**config.mk**
```make
export PLATFORM = sky130hd
export DESIGN_NAME = touch_host_mode_config_regs
export DESIGN_NICKNAME = d
export VERILOG_FILES = /design/src/verilog/touch_host_pkg.sv /design/src/verilog/self_clearing_write_bit.sv /design/src/verilog/touch_host_mode_config_regs.sv
export VERILOG_INCLUDE_DIRS = /design/src /design/src/verilog
export SDC_FILE = /design/constraint.sdc
export NUM_CORES = 1
export LEC_CHECK = 0
export CORE_MARGIN = 2
export CORE_UTILIZATION = 50
export DETAILED_ROUTE_END_ITERATION = 7
export DONT_BUFFER_PORTS = 1
export GPL_TIMING_DRIVEN = 0
export PLACE_DENSITY = 0.62
export SYNTH_ARGS = -nofsm -noshare
export SYNTH_HDL_FRONTEND = slang
export SYNTH_HIERARCHICAL = 1
export SYNTH_SLANG_ARGS = --single-unit
```
**constraint.sdc**
```tcl
create_clock -name clk_sys -period 2.2 [get_ports clk_sys]
set_clock_uncertainty 0.1 [all_clocks]
set_input_delay 0.66 -clock clk_sys [delete_from_list [all_inputs] [get_ports clk_sys]]
set_output_delay 0.66 -clock clk_sys [all_outputs]
set_load 0.03 [all_outputs]
```
**src/verilog/touch_host_defs.svh**
```systemverilog
// offsets, field positions, reset values and codes of the host control register bank
`ifndef TOUCH_HOST_DEFS_SVH
`define TOUCH_HOST_DEFS_SVH

// ----------------------------------------------------------------
// register offsets
// ----------------------------------------------------------------
`define HOST_CONTROL_OFFSET   8'h00
`define BUS_TARGET_OFFSET     8'h01

// ----------------------------------------------------------------
// host control fields
// ----------------------------------------------------------------
`define LOAD_DEFAULTS_BIT     5
`define CHECKSUM_MATCH_BIT    4
`define SAVE_FLASH_BIT        3
`define MODE_MSB              2
`define MODE_LSB              0
// mode wakes up in device configuration
`define MODE_RESET            3'h2

// ----------------------------------------------------------------
// bus target address
// ----------------------------------------------------------------
`define ADDR_MSB              6
`define ADDR_RESET            7'h37

// ----------------------------------------------------------------
// reserved locations read back this value
// ----------------------------------------------------------------
`define RESERVED_READ         8'h00

`endif

```
**src/verilog/touch_host_pkg.sv**
```systemverilog
// types shared by the host control register bank
package touch_host_pkg;

	typedef enum logic [2:0] {
		MODE_NORMAL     = 3'h0,
		MODE_LED_CFG    = 3'h1,
		MODE_DEV_CFG    = 3'h2,
		MODE_LINE_TEST  = 3'h3,
		MODE_DEBUG_DATA = 3'h4
	} dev_mode_t;

	typedef struct packed {
		logic       write;
		logic       read;
		logic [7:0] addr;
		logic [7:0] wdata;
	} host_access_t;

	typedef struct packed {
		logic loadDefaults;
		logic saveFlash;
	} op_request_t;

endpackage

```
**src/verilog/self_clearing_write_bit.sv**
```systemverilog
// one self-clearing command bit: set by a host write, cleared when the operation is done
`timescale 1ns/1ns
module self_clearing_write_bit (
	input  wire logic clk_sys,
	input  wire logic rst,
	input  wire logic setReq,
	input  wire logic done,
	output logic      pending
);
	logic next_pending;

	// a new request in the same cycle as done wins, so it is never lost
	always_comb begin
		next_pending = pending;
		if (done)
			next_pending = 1'b0;
		if (setReq)
			next_pending = 1'b1;
	end

	always_ff @(posedge clk_sys) begin
		if (rst)
			pending <= 1'b0;
		else
			pending <= next_pending;
	end
endmodule // self_clearing_write_bit

```
**src/verilog/touch_host_mode_config_regs.sv**
```systemverilog
// host control and bus target address registers of the touch controller
//
// Summary of operation
// - every register takes its documented power-up value on reset
// - reserved locations guarantee nothing; they read as zero here
// - writing one to bit 5 requests loading factory defaults into RAM
// - bit 4 reads one when host checksum equals computed checksum
// - writing one to bit 3 requests saving configuration into flash
// - load and save bits clear themselves once the operation completes
// - mode codes 000 normal, 001 LED config, 010 device config
// - mode 011 line test, 100 debug data; 101 to 111 invalid
// - bits 6:0 hold 7-bit target address, any value, reset 37h
`timescale 1ns/1ns
`include "touch_host_defs.svh"
module touch_host_mode_config_regs (
	input  wire logic                        clk_sys,
	input  wire logic                        rst,
	input  wire touch_host_pkg::host_access_t hostAccess,
	output logic [7:0]                       rdata,
	input  wire logic [15:0]                 hostChecksum,
	input  wire logic [15:0]                 calcChecksum,
	input  wire logic                        loadDone,
	input  wire logic                        saveDone,
	output touch_host_pkg::op_request_t      opRequest,
	output touch_host_pkg::dev_mode_t        devMode,
	output logic [6:0]                       targetAddress
);
	// ----------------------------------------------------------------
	// decode
	// ----------------------------------------------------------------
	function automatic logic hits(input logic [7:0] a, input logic [7:0] off);
		hits = (a == off);
	endfunction

	function automatic logic modeValid(input logic [2:0] m);
		modeValid = (m <= 3'(touch_host_pkg::MODE_DEBUG_DATA));
	endfunction

	logic wrHost;
	logic wrAddr;
	logic [2:0] wrMode;
	assign wrHost = hostAccess.write && hits(hostAccess.addr, `HOST_CONTROL_OFFSET);
	assign wrAddr = hostAccess.write && hits(hostAccess.addr, `BUS_TARGET_OFFSET);
	assign wrMode = hostAccess.wdata[`MODE_MSB:`MODE_LSB];

	// ----------------------------------------------------------------
	// command bits
	// ----------------------------------------------------------------
	// writing zero leaves a pending operation running
	self_clearing_write_bit u_load (
		.clk_sys (clk_sys),
		.rst     (rst),
		.setReq  (wrHost && hostAccess.wdata[`LOAD_DEFAULTS_BIT]),
		.done    (loadDone),
		.pending (opRequest.loadDefaults)
	);

	self_clearing_write_bit u_save (
		.clk_sys (clk_sys),
		.rst     (rst),
		.setReq  (wrHost && hostAccess.wdata[`SAVE_FLASH_BIT]),
		.done    (saveDone),
		.pending (opRequest.saveFlash)
	);

	// ----------------------------------------------------------------
	// mode, address, checksum and read data signals
	// ----------------------------------------------------------------
	touch_host_pkg::dev_mode_t next_devMode;
	logic [6:0]                next_targetAddress;
	logic                      checksumMatch;
	logic [7:0]                next_rdata;

	// ----------------------------------------------------------------
	// checksum status
	// ----------------------------------------------------------------
	// live compare, so the bit follows the latest host checksum
	assign checksumMatch = (hostChecksum == calcChecksum);

	// ----------------------------------------------------------------
	// mode and address next values
	// ----------------------------------------------------------------

	always_comb begin
		next_devMode = devMode;
		next_targetAddress = targetAddress;
		// invalid codes would leave the scanner undefined, so drop them
		if (wrHost && modeValid(wrMode))
			next_devMode = touch_host_pkg::dev_mode_t'(wrMode);
		if (wrAddr)
			next_targetAddress = hostAccess.wdata[`ADDR_MSB:0];
	end

	always_ff @(posedge clk_sys) begin
		if (rst) begin
			devMode <= touch_host_pkg::dev_mode_t'(`MODE_RESET);
			targetAddress <= `ADDR_RESET;
		end else begin
			devMode <= next_devMode;
			targetAddress <= next_targetAddress;
		end
	end

	// ----------------------------------------------------------------
	// read data
	// ----------------------------------------------------------------
	always_comb begin
		next_rdata = rdata;
		if (hostAccess.read) begin
			next_rdata = `RESERVED_READ;
			if (hits(hostAccess.addr, `HOST_CONTROL_OFFSET)) begin
				next_rdata[`LOAD_DEFAULTS_BIT] = opRequest.loadDefaults;
				next_rdata[`CHECKSUM_MATCH_BIT] = checksumMatch;
				next_rdata[`SAVE_FLASH_BIT] = opRequest.saveFlash;
				next_rdata[`MODE_MSB:`MODE_LSB] = devMode;
			end else if (hits(hostAccess.addr, `BUS_TARGET_OFFSET)) begin
				next_rdata[`ADDR_MSB:0] = targetAddress;
			end
		end
	end

	// a read and a write in one cycle return the old value
	always_ff @(posedge clk_sys) begin
		if (rst)
			rdata <= `RESERVED_READ;
		else
			rdata <= next_rdata;
	end

	// ----------------------------------------------------------------
	// checks
	// ----------------------------------------------------------------
	// read checks compare against the field constants; write checks reuse the wrHost, wrAddr and wrMode decode above
	chk_reset_values: assert property (@(posedge clk_sys)
		rst |=> (targetAddress == `ADDR_RESET && devMode == `MODE_RESET))
		else $error("reset values wrong");

	chk_reset_ops: assert property (@(posedge clk_sys)
		rst |=> (opRequest == '0 && rdata == `RESERVED_READ))
		else $error("reset left a request or read data");

	chk_load_request: assert property (@(posedge clk_sys) disable iff (rst)
		(wrHost && hostAccess.wdata[`LOAD_DEFAULTS_BIT]) |=> opRequest.loadDefaults)
		else $error("load request not raised");

	chk_load_zero: assert property (@(posedge clk_sys) disable iff (rst)
		(wrHost && !hostAccess.wdata[`LOAD_DEFAULTS_BIT] && !opRequest.loadDefaults)
		|=> !opRequest.loadDefaults)
		else $error("load raised by a zero write");

	chk_checksum_read: assert property (@(posedge clk_sys) disable iff (rst)
		(hostAccess.read && hostAccess.addr == `HOST_CONTROL_OFFSET)
		|=> (rdata[`CHECKSUM_MATCH_BIT] == $past(hostChecksum == calcChecksum)))
		else $error("checksum bit wrong");

	chk_save_request: assert property (@(posedge clk_sys) disable iff (rst)
		(wrHost && hostAccess.wdata[`SAVE_FLASH_BIT]) |=> opRequest.saveFlash)
		else $error("save request not raised");

	chk_save_zero: assert property (@(posedge clk_sys) disable iff (rst)
		(wrHost && !hostAccess.wdata[`SAVE_FLASH_BIT] && !opRequest.saveFlash)
		|=> !opRequest.saveFlash)
		else $error("save raised by a zero write");

	chk_self_clear: assert property (@(posedge clk_sys) disable iff (rst)
		(saveDone && !(wrHost && hostAccess.wdata[`SAVE_FLASH_BIT]))
		|=> !opRequest.saveFlash)
		else $error("save bit not cleared");

	chk_load_clear: assert property (@(posedge clk_sys) disable iff (rst)
		(loadDone && !(wrHost && hostAccess.wdata[`LOAD_DEFAULTS_BIT]))
		|=> !opRequest.loadDefaults)
		else $error("load bit not cleared");

	chk_save_hold: assert property (@(posedge clk_sys) disable iff (rst)
		(opRequest.saveFlash && !saveDone) |=> opRequest.saveFlash)
		else $error("save bit dropped early");

	chk_load_hold: assert property (@(posedge clk_sys) disable iff (rst)
		(opRequest.loadDefaults && !loadDone) |=> opRequest.loadDefaults)
		else $error("load bit dropped early");

	chk_ops_read: assert property (@(posedge clk_sys) disable iff (rst)
		(hostAccess.read && hostAccess.addr == `HOST_CONTROL_OFFSET)
		|=> (rdata[`LOAD_DEFAULTS_BIT] == $past(opRequest.loadDefaults)
			&& rdata[`SAVE_FLASH_BIT] == $past(opRequest.saveFlash)))
		else $error("pending bits read wrong");

	chk_mode_write: assert property (@(posedge clk_sys) disable iff (rst)
		(wrHost && wrMode <= 3'(touch_host_pkg::MODE_DEBUG_DATA))
		|=> (devMode == $past(wrMode)))
		else $error("mode not taken");

	chk_mode_hold: assert property (@(posedge clk_sys) disable iff (rst)
		!wrHost |=> $stable(devMode))
		else $error("mode changed without a write");

	chk_mode_read: assert property (@(posedge clk_sys) disable iff (rst)
		(hostAccess.read && hostAccess.addr == `HOST_CONTROL_OFFSET)
		|=> (rdata[`MODE_MSB:`MODE_LSB] == $past(devMode)))
		else $error("mode read wrong");

	chk_mode_legal: assert property (@(posedge clk_sys) disable iff (rst)
		devMode <= touch_host_pkg::MODE_DEBUG_DATA)
		else $error("mode illegal");

	chk_mode_keep: assert property (@(posedge clk_sys) disable iff (rst)
		(wrHost && wrMode > 3'(touch_host_pkg::MODE_DEBUG_DATA)) |=> $stable(devMode))
		else $error("invalid mode accepted");

	chk_addr_write: assert property (@(posedge clk_sys) disable iff (rst)
		wrAddr |=> (targetAddress == $past(hostAccess.wdata[`ADDR_MSB:0])))
		else $error("address not stored");

	chk_addr_keep: assert property (@(posedge clk_sys) disable iff (rst)
		!wrAddr |=> $stable(targetAddress))
		else $error("address changed without a write");

	chk_addr_read: assert property (@(posedge clk_sys) disable iff (rst)
		(hostAccess.read && hostAccess.addr == `BUS_TARGET_OFFSET)
		|=> (rdata == {1'b0, $past(targetAddress)}))
		else $error("address read wrong");

	chk_reserved_read: assert property (@(posedge clk_sys) disable iff (rst)
		(hostAccess.read && hostAccess.addr != `HOST_CONTROL_OFFSET
			&& hostAccess.addr != `BUS_TARGET_OFFSET)
		|=> (rdata == `RESERVED_READ))
		else $error("reserved read not zero");
endmodule // touch_host_mode_config_regs

```
==> results summary <==
The run finished with clean final reports. Yosys attributes the largest share of cell area to sky130_fd_sc_hd__dfxtp_1 39%, sky130_fd_sc_hd__xnor2_1 11%, sky130_fd_sc_hd__nor2_1 8.6%. The flop and latch count out of synthesis is 19. The placer's final routability congestion estimate came out at around 0.81. The overall die width came out at approximately 48 um.

The arrival time of data at the critical path endpoint came out at around 1800 ps. The number of nets in the layout is around 170. The final non-filler cell area is between 1000 and 1500 um^2. For this design, the slowest cell found on the critical path is sky130_fd_sc_hd__nor4_1. The number of antenna violations at the first check in global routing came out at 0. The clock tree from TritonCTS is yes. The area after detailed placement came out at approximately 990 um^2. The net count of the mapped netlist is approximately 170.

For the pin with the worst max-slew slack, the measured transition is 534 ps. The number of I/O pins is between 70 and 80. The worst setup path is launched from an input port.

The peak supply drop is approximately 440 uV. The number of clock buffers added by TritonCTS is 3. The number of nets with antenna violations after routing is 0. The number of max-slew violations in the final report is 0. The first global-routing pass estimated about 3.2 mm of wire. The number of instances resized during post-cts repair is 0.

The clock sink total came out at 19. Summing over every cut layer, the via total after detailed routing is 806. The worst hold path terminates at u_load/pending. The effective utilization at floorplan is between 50% and 60%.

The number of buffers on the longest clock path came out at 2. The top-area cell type share of the netlist area came out at approximately 40%. The routed design has slightly above 2 mm of wire. The final setup violation count is 0.

The repair_antennas step left the layout with diodes totalling 0. The type of the tightest min-delay check is input port to register. The number of input and output port buffers inserted came out at 0. The tightest slew margin relative to the limit came out at between 60 and 70%.

The cell depth of the worst hold path came out at 1. The area enclosed by the die boundary is about 2300 um^2. The highest clock rate is between 500 and 600 MHz. The combined area of all synthesized cells is a little under 1000 um^2. The hold violation count in the final report is 0. The layout overhead on the synthesized area is 5.97%. The signal on the critical path passes through nor4_2 > nand2_1 > nor4_1 > nand4_1 > a311oi_1. For this block, the initial DRC count from the detailed router was 25. In this run the most critical hold path is launched from rst. The peak fanout along the critical path is 3. The height of the chip is roughly 48 um. The count of distinct cell types in the synthesized netlist is 33.

The leakage power of the design is between 0.3 and 0.4 nW. The number of max-capacitance violations reported came out at 0. Clock tree synthesis selected as its root buffer the cell sky130_fd_sc_hd__clkbuf_4.

The total negative slack for setup checks is 0 ps. In this run the critical register-to-register path is launched from targetAddress[4]. The reg-to-reg endpoint is rdata[4]. The worst setup path is captured at a register. The number of post-CTS setup repair buffers came out at 0. Dividing the synthesized area by the synthesized cell count gives 8.60 um^2.

The worst path uses roughly four fifths of the clock period. STA puts the critical path data required time at 2300 ps. The setup path with the least slack is of type input port to register. The largest total area in the synthesized netlist belongs to sky130_fd_sc_hd__dfxtp_1. The most critical setup path has its startpoint at hostAccess[13].

Setup repair after global routing left no endpoint under its margin. For this run, design rule violations remaining after detail routing come to 0. The number of vias per cell is roughly 5.7. The number of detailed-routing iterations run before antenna repair came out at 4. The number of warnings reported in the yosys synthesis log came out at 6. The total of hold buffers inserted after clock tree synthesis is 0. The wire-length estimate of the detail-placed layout is ~1.7 mm. The via count of the first global-routing pass is about 720. The setup slack of the most critical reg-to-reg path is ~1100 ps. The area of the core came out at between 1500 and 2000 um^2. CTS built an H-tree with a depth of 1. The worst-skew pair later-pin latency is 290 ps. The largest stage delay on the critical path is 350 ps.

After clock tree synthesis, the clock-pin slew on the worst setup and hold paths is 100 ps. The maximum number of pins on one net before global-route repair came out at 11. In this run the power density over the cells is roughly 560 nW/um^2. The share of post-route cells with drive strength above 1 is slightly below 8%.

The average wire per standard cell came out at 14.7 um. The gate count of the mapped netlist is 112. The total congestion overflow after global routing is 0. The number of cells on the worst reg-to-reg path is 2. The minimum clock period came out at 1730 ps.

The sequential area share after synthesis is 39.5%. After floorplanning, the core was divided into 15 placement rows. The overall global routing resource usage is approximately a fifth.
Yosys cell counts:
library cell and n:
sky130_fd_sc_hd__a211o_1 5, sky130_fd_sc_hd__a211oi_1 1, sky130_fd_sc_hd__a21oi_1 1, sky130_fd_sc_hd__a21oi_2 2, sky130_fd_sc_hd__a222oi_1 5, sky130_fd_sc_hd__a22oi_1 1
sky130_fd_sc_hd__a311oi_1 1, sky130_fd_sc_hd__a31oi_1 1, sky130_fd_sc_hd__and2_1 1, sky130_fd_sc_hd__and4b_1 1, sky130_fd_sc_hd__buf_1 1, sky130_fd_sc_hd__buf_2 1
sky130_fd_sc_hd__buf_4 1, sky130_fd_sc_hd__clkbuf_1 1, sky130_fd_sc_hd__conb_1 1, sky130_fd_sc_hd__dfxtp_1 19, sky130_fd_sc_hd__inv_1 8, sky130_fd_sc_hd__mux2i_1 2
sky130_fd_sc_hd__nand2_1 3, sky130_fd_sc_hd__nand2b_1 2, sky130_fd_sc_hd__nand3_1 3, sky130_fd_sc_hd__nand4_1 4, sky130_fd_sc_hd__nor2_1 22, sky130_fd_sc_hd__nor2_2 1
sky130_fd_sc_hd__nor2b_1 1, sky130_fd_sc_hd__nor3_1 1, sky130_fd_sc_hd__nor4_1 2, sky130_fd_sc_hd__nor4_2 1, sky130_fd_sc_hd__o21ai_0 1, sky130_fd_sc_hd__o21ai_1 1
sky130_fd_sc_hd__o21bai_1 1, sky130_fd_sc_hd__xnor2_1 12, sky130_fd_sc_hd__xor2_1 4
logic make-up (layout without fill, tap and decap cells):
group / count (synthesis) / in the layout / synth area share [%]
and+or+nand+nor: 42 / 42 / 21.3
other: 1 / 1 / 0.389
muxes: 2 / 2 / 2.08
xor gates and xnor gates: 16 / 16 / 14.5
buffers and inverters: 12 / 16 / 5.19
DFF: 19 / 19 / 39.5
AOI/OAI and AO/OA: 20 / 20 / 17.0
layout by cell type, fill, tap and decap left out, types with 2 or more instances in the layout:
cell | netlist | routed
sky130_fd_sc_hd__a211o_1 | 5 | 5
sky130_fd_sc_hd__nand2_1 | 3 | 3
sky130_fd_sc_hd__nand2b_1 | 2 | 2
sky130_fd_sc_hd__a222oi_1 | 5 | 5
sky130_fd_sc_hd__a21oi_2 | 2 | 2
sky130_fd_sc_hd__dfxtp_1 | 19 | 19
sky130_fd_sc_hd__inv_1 | 8 | 8
sky130_fd_sc_hd__mux2i_1 | 2 | 2
sky130_fd_sc_hd__nor4_1 | 2 | 2
sky130_fd_sc_hd__clkbuf_1 | 1 | 2
sky130_fd_sc_hd__xor2_1 | 4 | 4
sky130_fd_sc_hd__xnor2_1 | 12 | 12
sky130_fd_sc_hd__nand4_1 | 4 | 4
sky130_fd_sc_hd__nor2_1 | 22 | 22
sky130_fd_sc_hd__nand3_1 | 3 | 3
sky130_fd_sc_hd__clkbuf_4 | 0 | 3
report_power, final:
part / total [W] / switching [W] / internal [W]
Combinational: 0.0000517 / 0.0000242 / 0.0000275
Sequential: 0.000349 / 0.00000363 / 0.000345
Clock: 0.000169 / 0.0000981 / 0.0000705
sequential cells by signal, indices dropped and copies added, names as in the netlist:
| register | count |
|---|---|
| devMode | 3 |
| u_load/pending | 1 |
| rdata | 7 |
| u_save/pending | 1 |
| targetAddress | 7 |
how the worst max path moves through the flow:
stage | end | slack (ps)
after global placement | rdata[4] | 200
after CTS | rdata[4] | 490
after global routing | rdata[4] | 260
after floorplan | rdata[4] | 350
after detailed placement | rdata[4] | 180
final | rdata[4] | 470
worst max-delay path: cells and delay by family:
| family | cells | cell delay [ps] |
|---|---|---|
| compound gates | 1 | 280 |
| simple gates | 4 | 910 |
routing by layer:
layer  up-vias  global-route usage, %  wire length, um
li1        402                      -                -
met1       361                   24.9              825
met2        43                   33.1              990
met3         0                   8.68              256
met4         0                   4.86                0
met5         -                      0                0
per-stage QoR:
step | instances | util (%) | worst slack [ps] | hold slack (ps) | total power [W]
after floorplan | 112 | - | 350 | 509 | 0.000402
after CTS | 141 | 57.9 | 494 | 303 | 0.000579
final | 141 | 57.9 | 468 | 316 | 0.000569
after global routing | 141 | 57.9 | 259 | 295 | 0.000601
after detailed placement | 137 | 56.4 | 178 | 528 | 0.000409
after global placement | 137 | 56.4 | 198 | 524 | 0.000408
final cells by class:
cell class                 count  area [um^2]
tap                           25         31.3
multi-input combinational     81          533
clock buffer                   4         26.3
buffer                         4         20.0
fill                         187          743
inverter                       8         30.0
sequential                    19          380
Note: power is estimated with default switching activity, not from simulation.
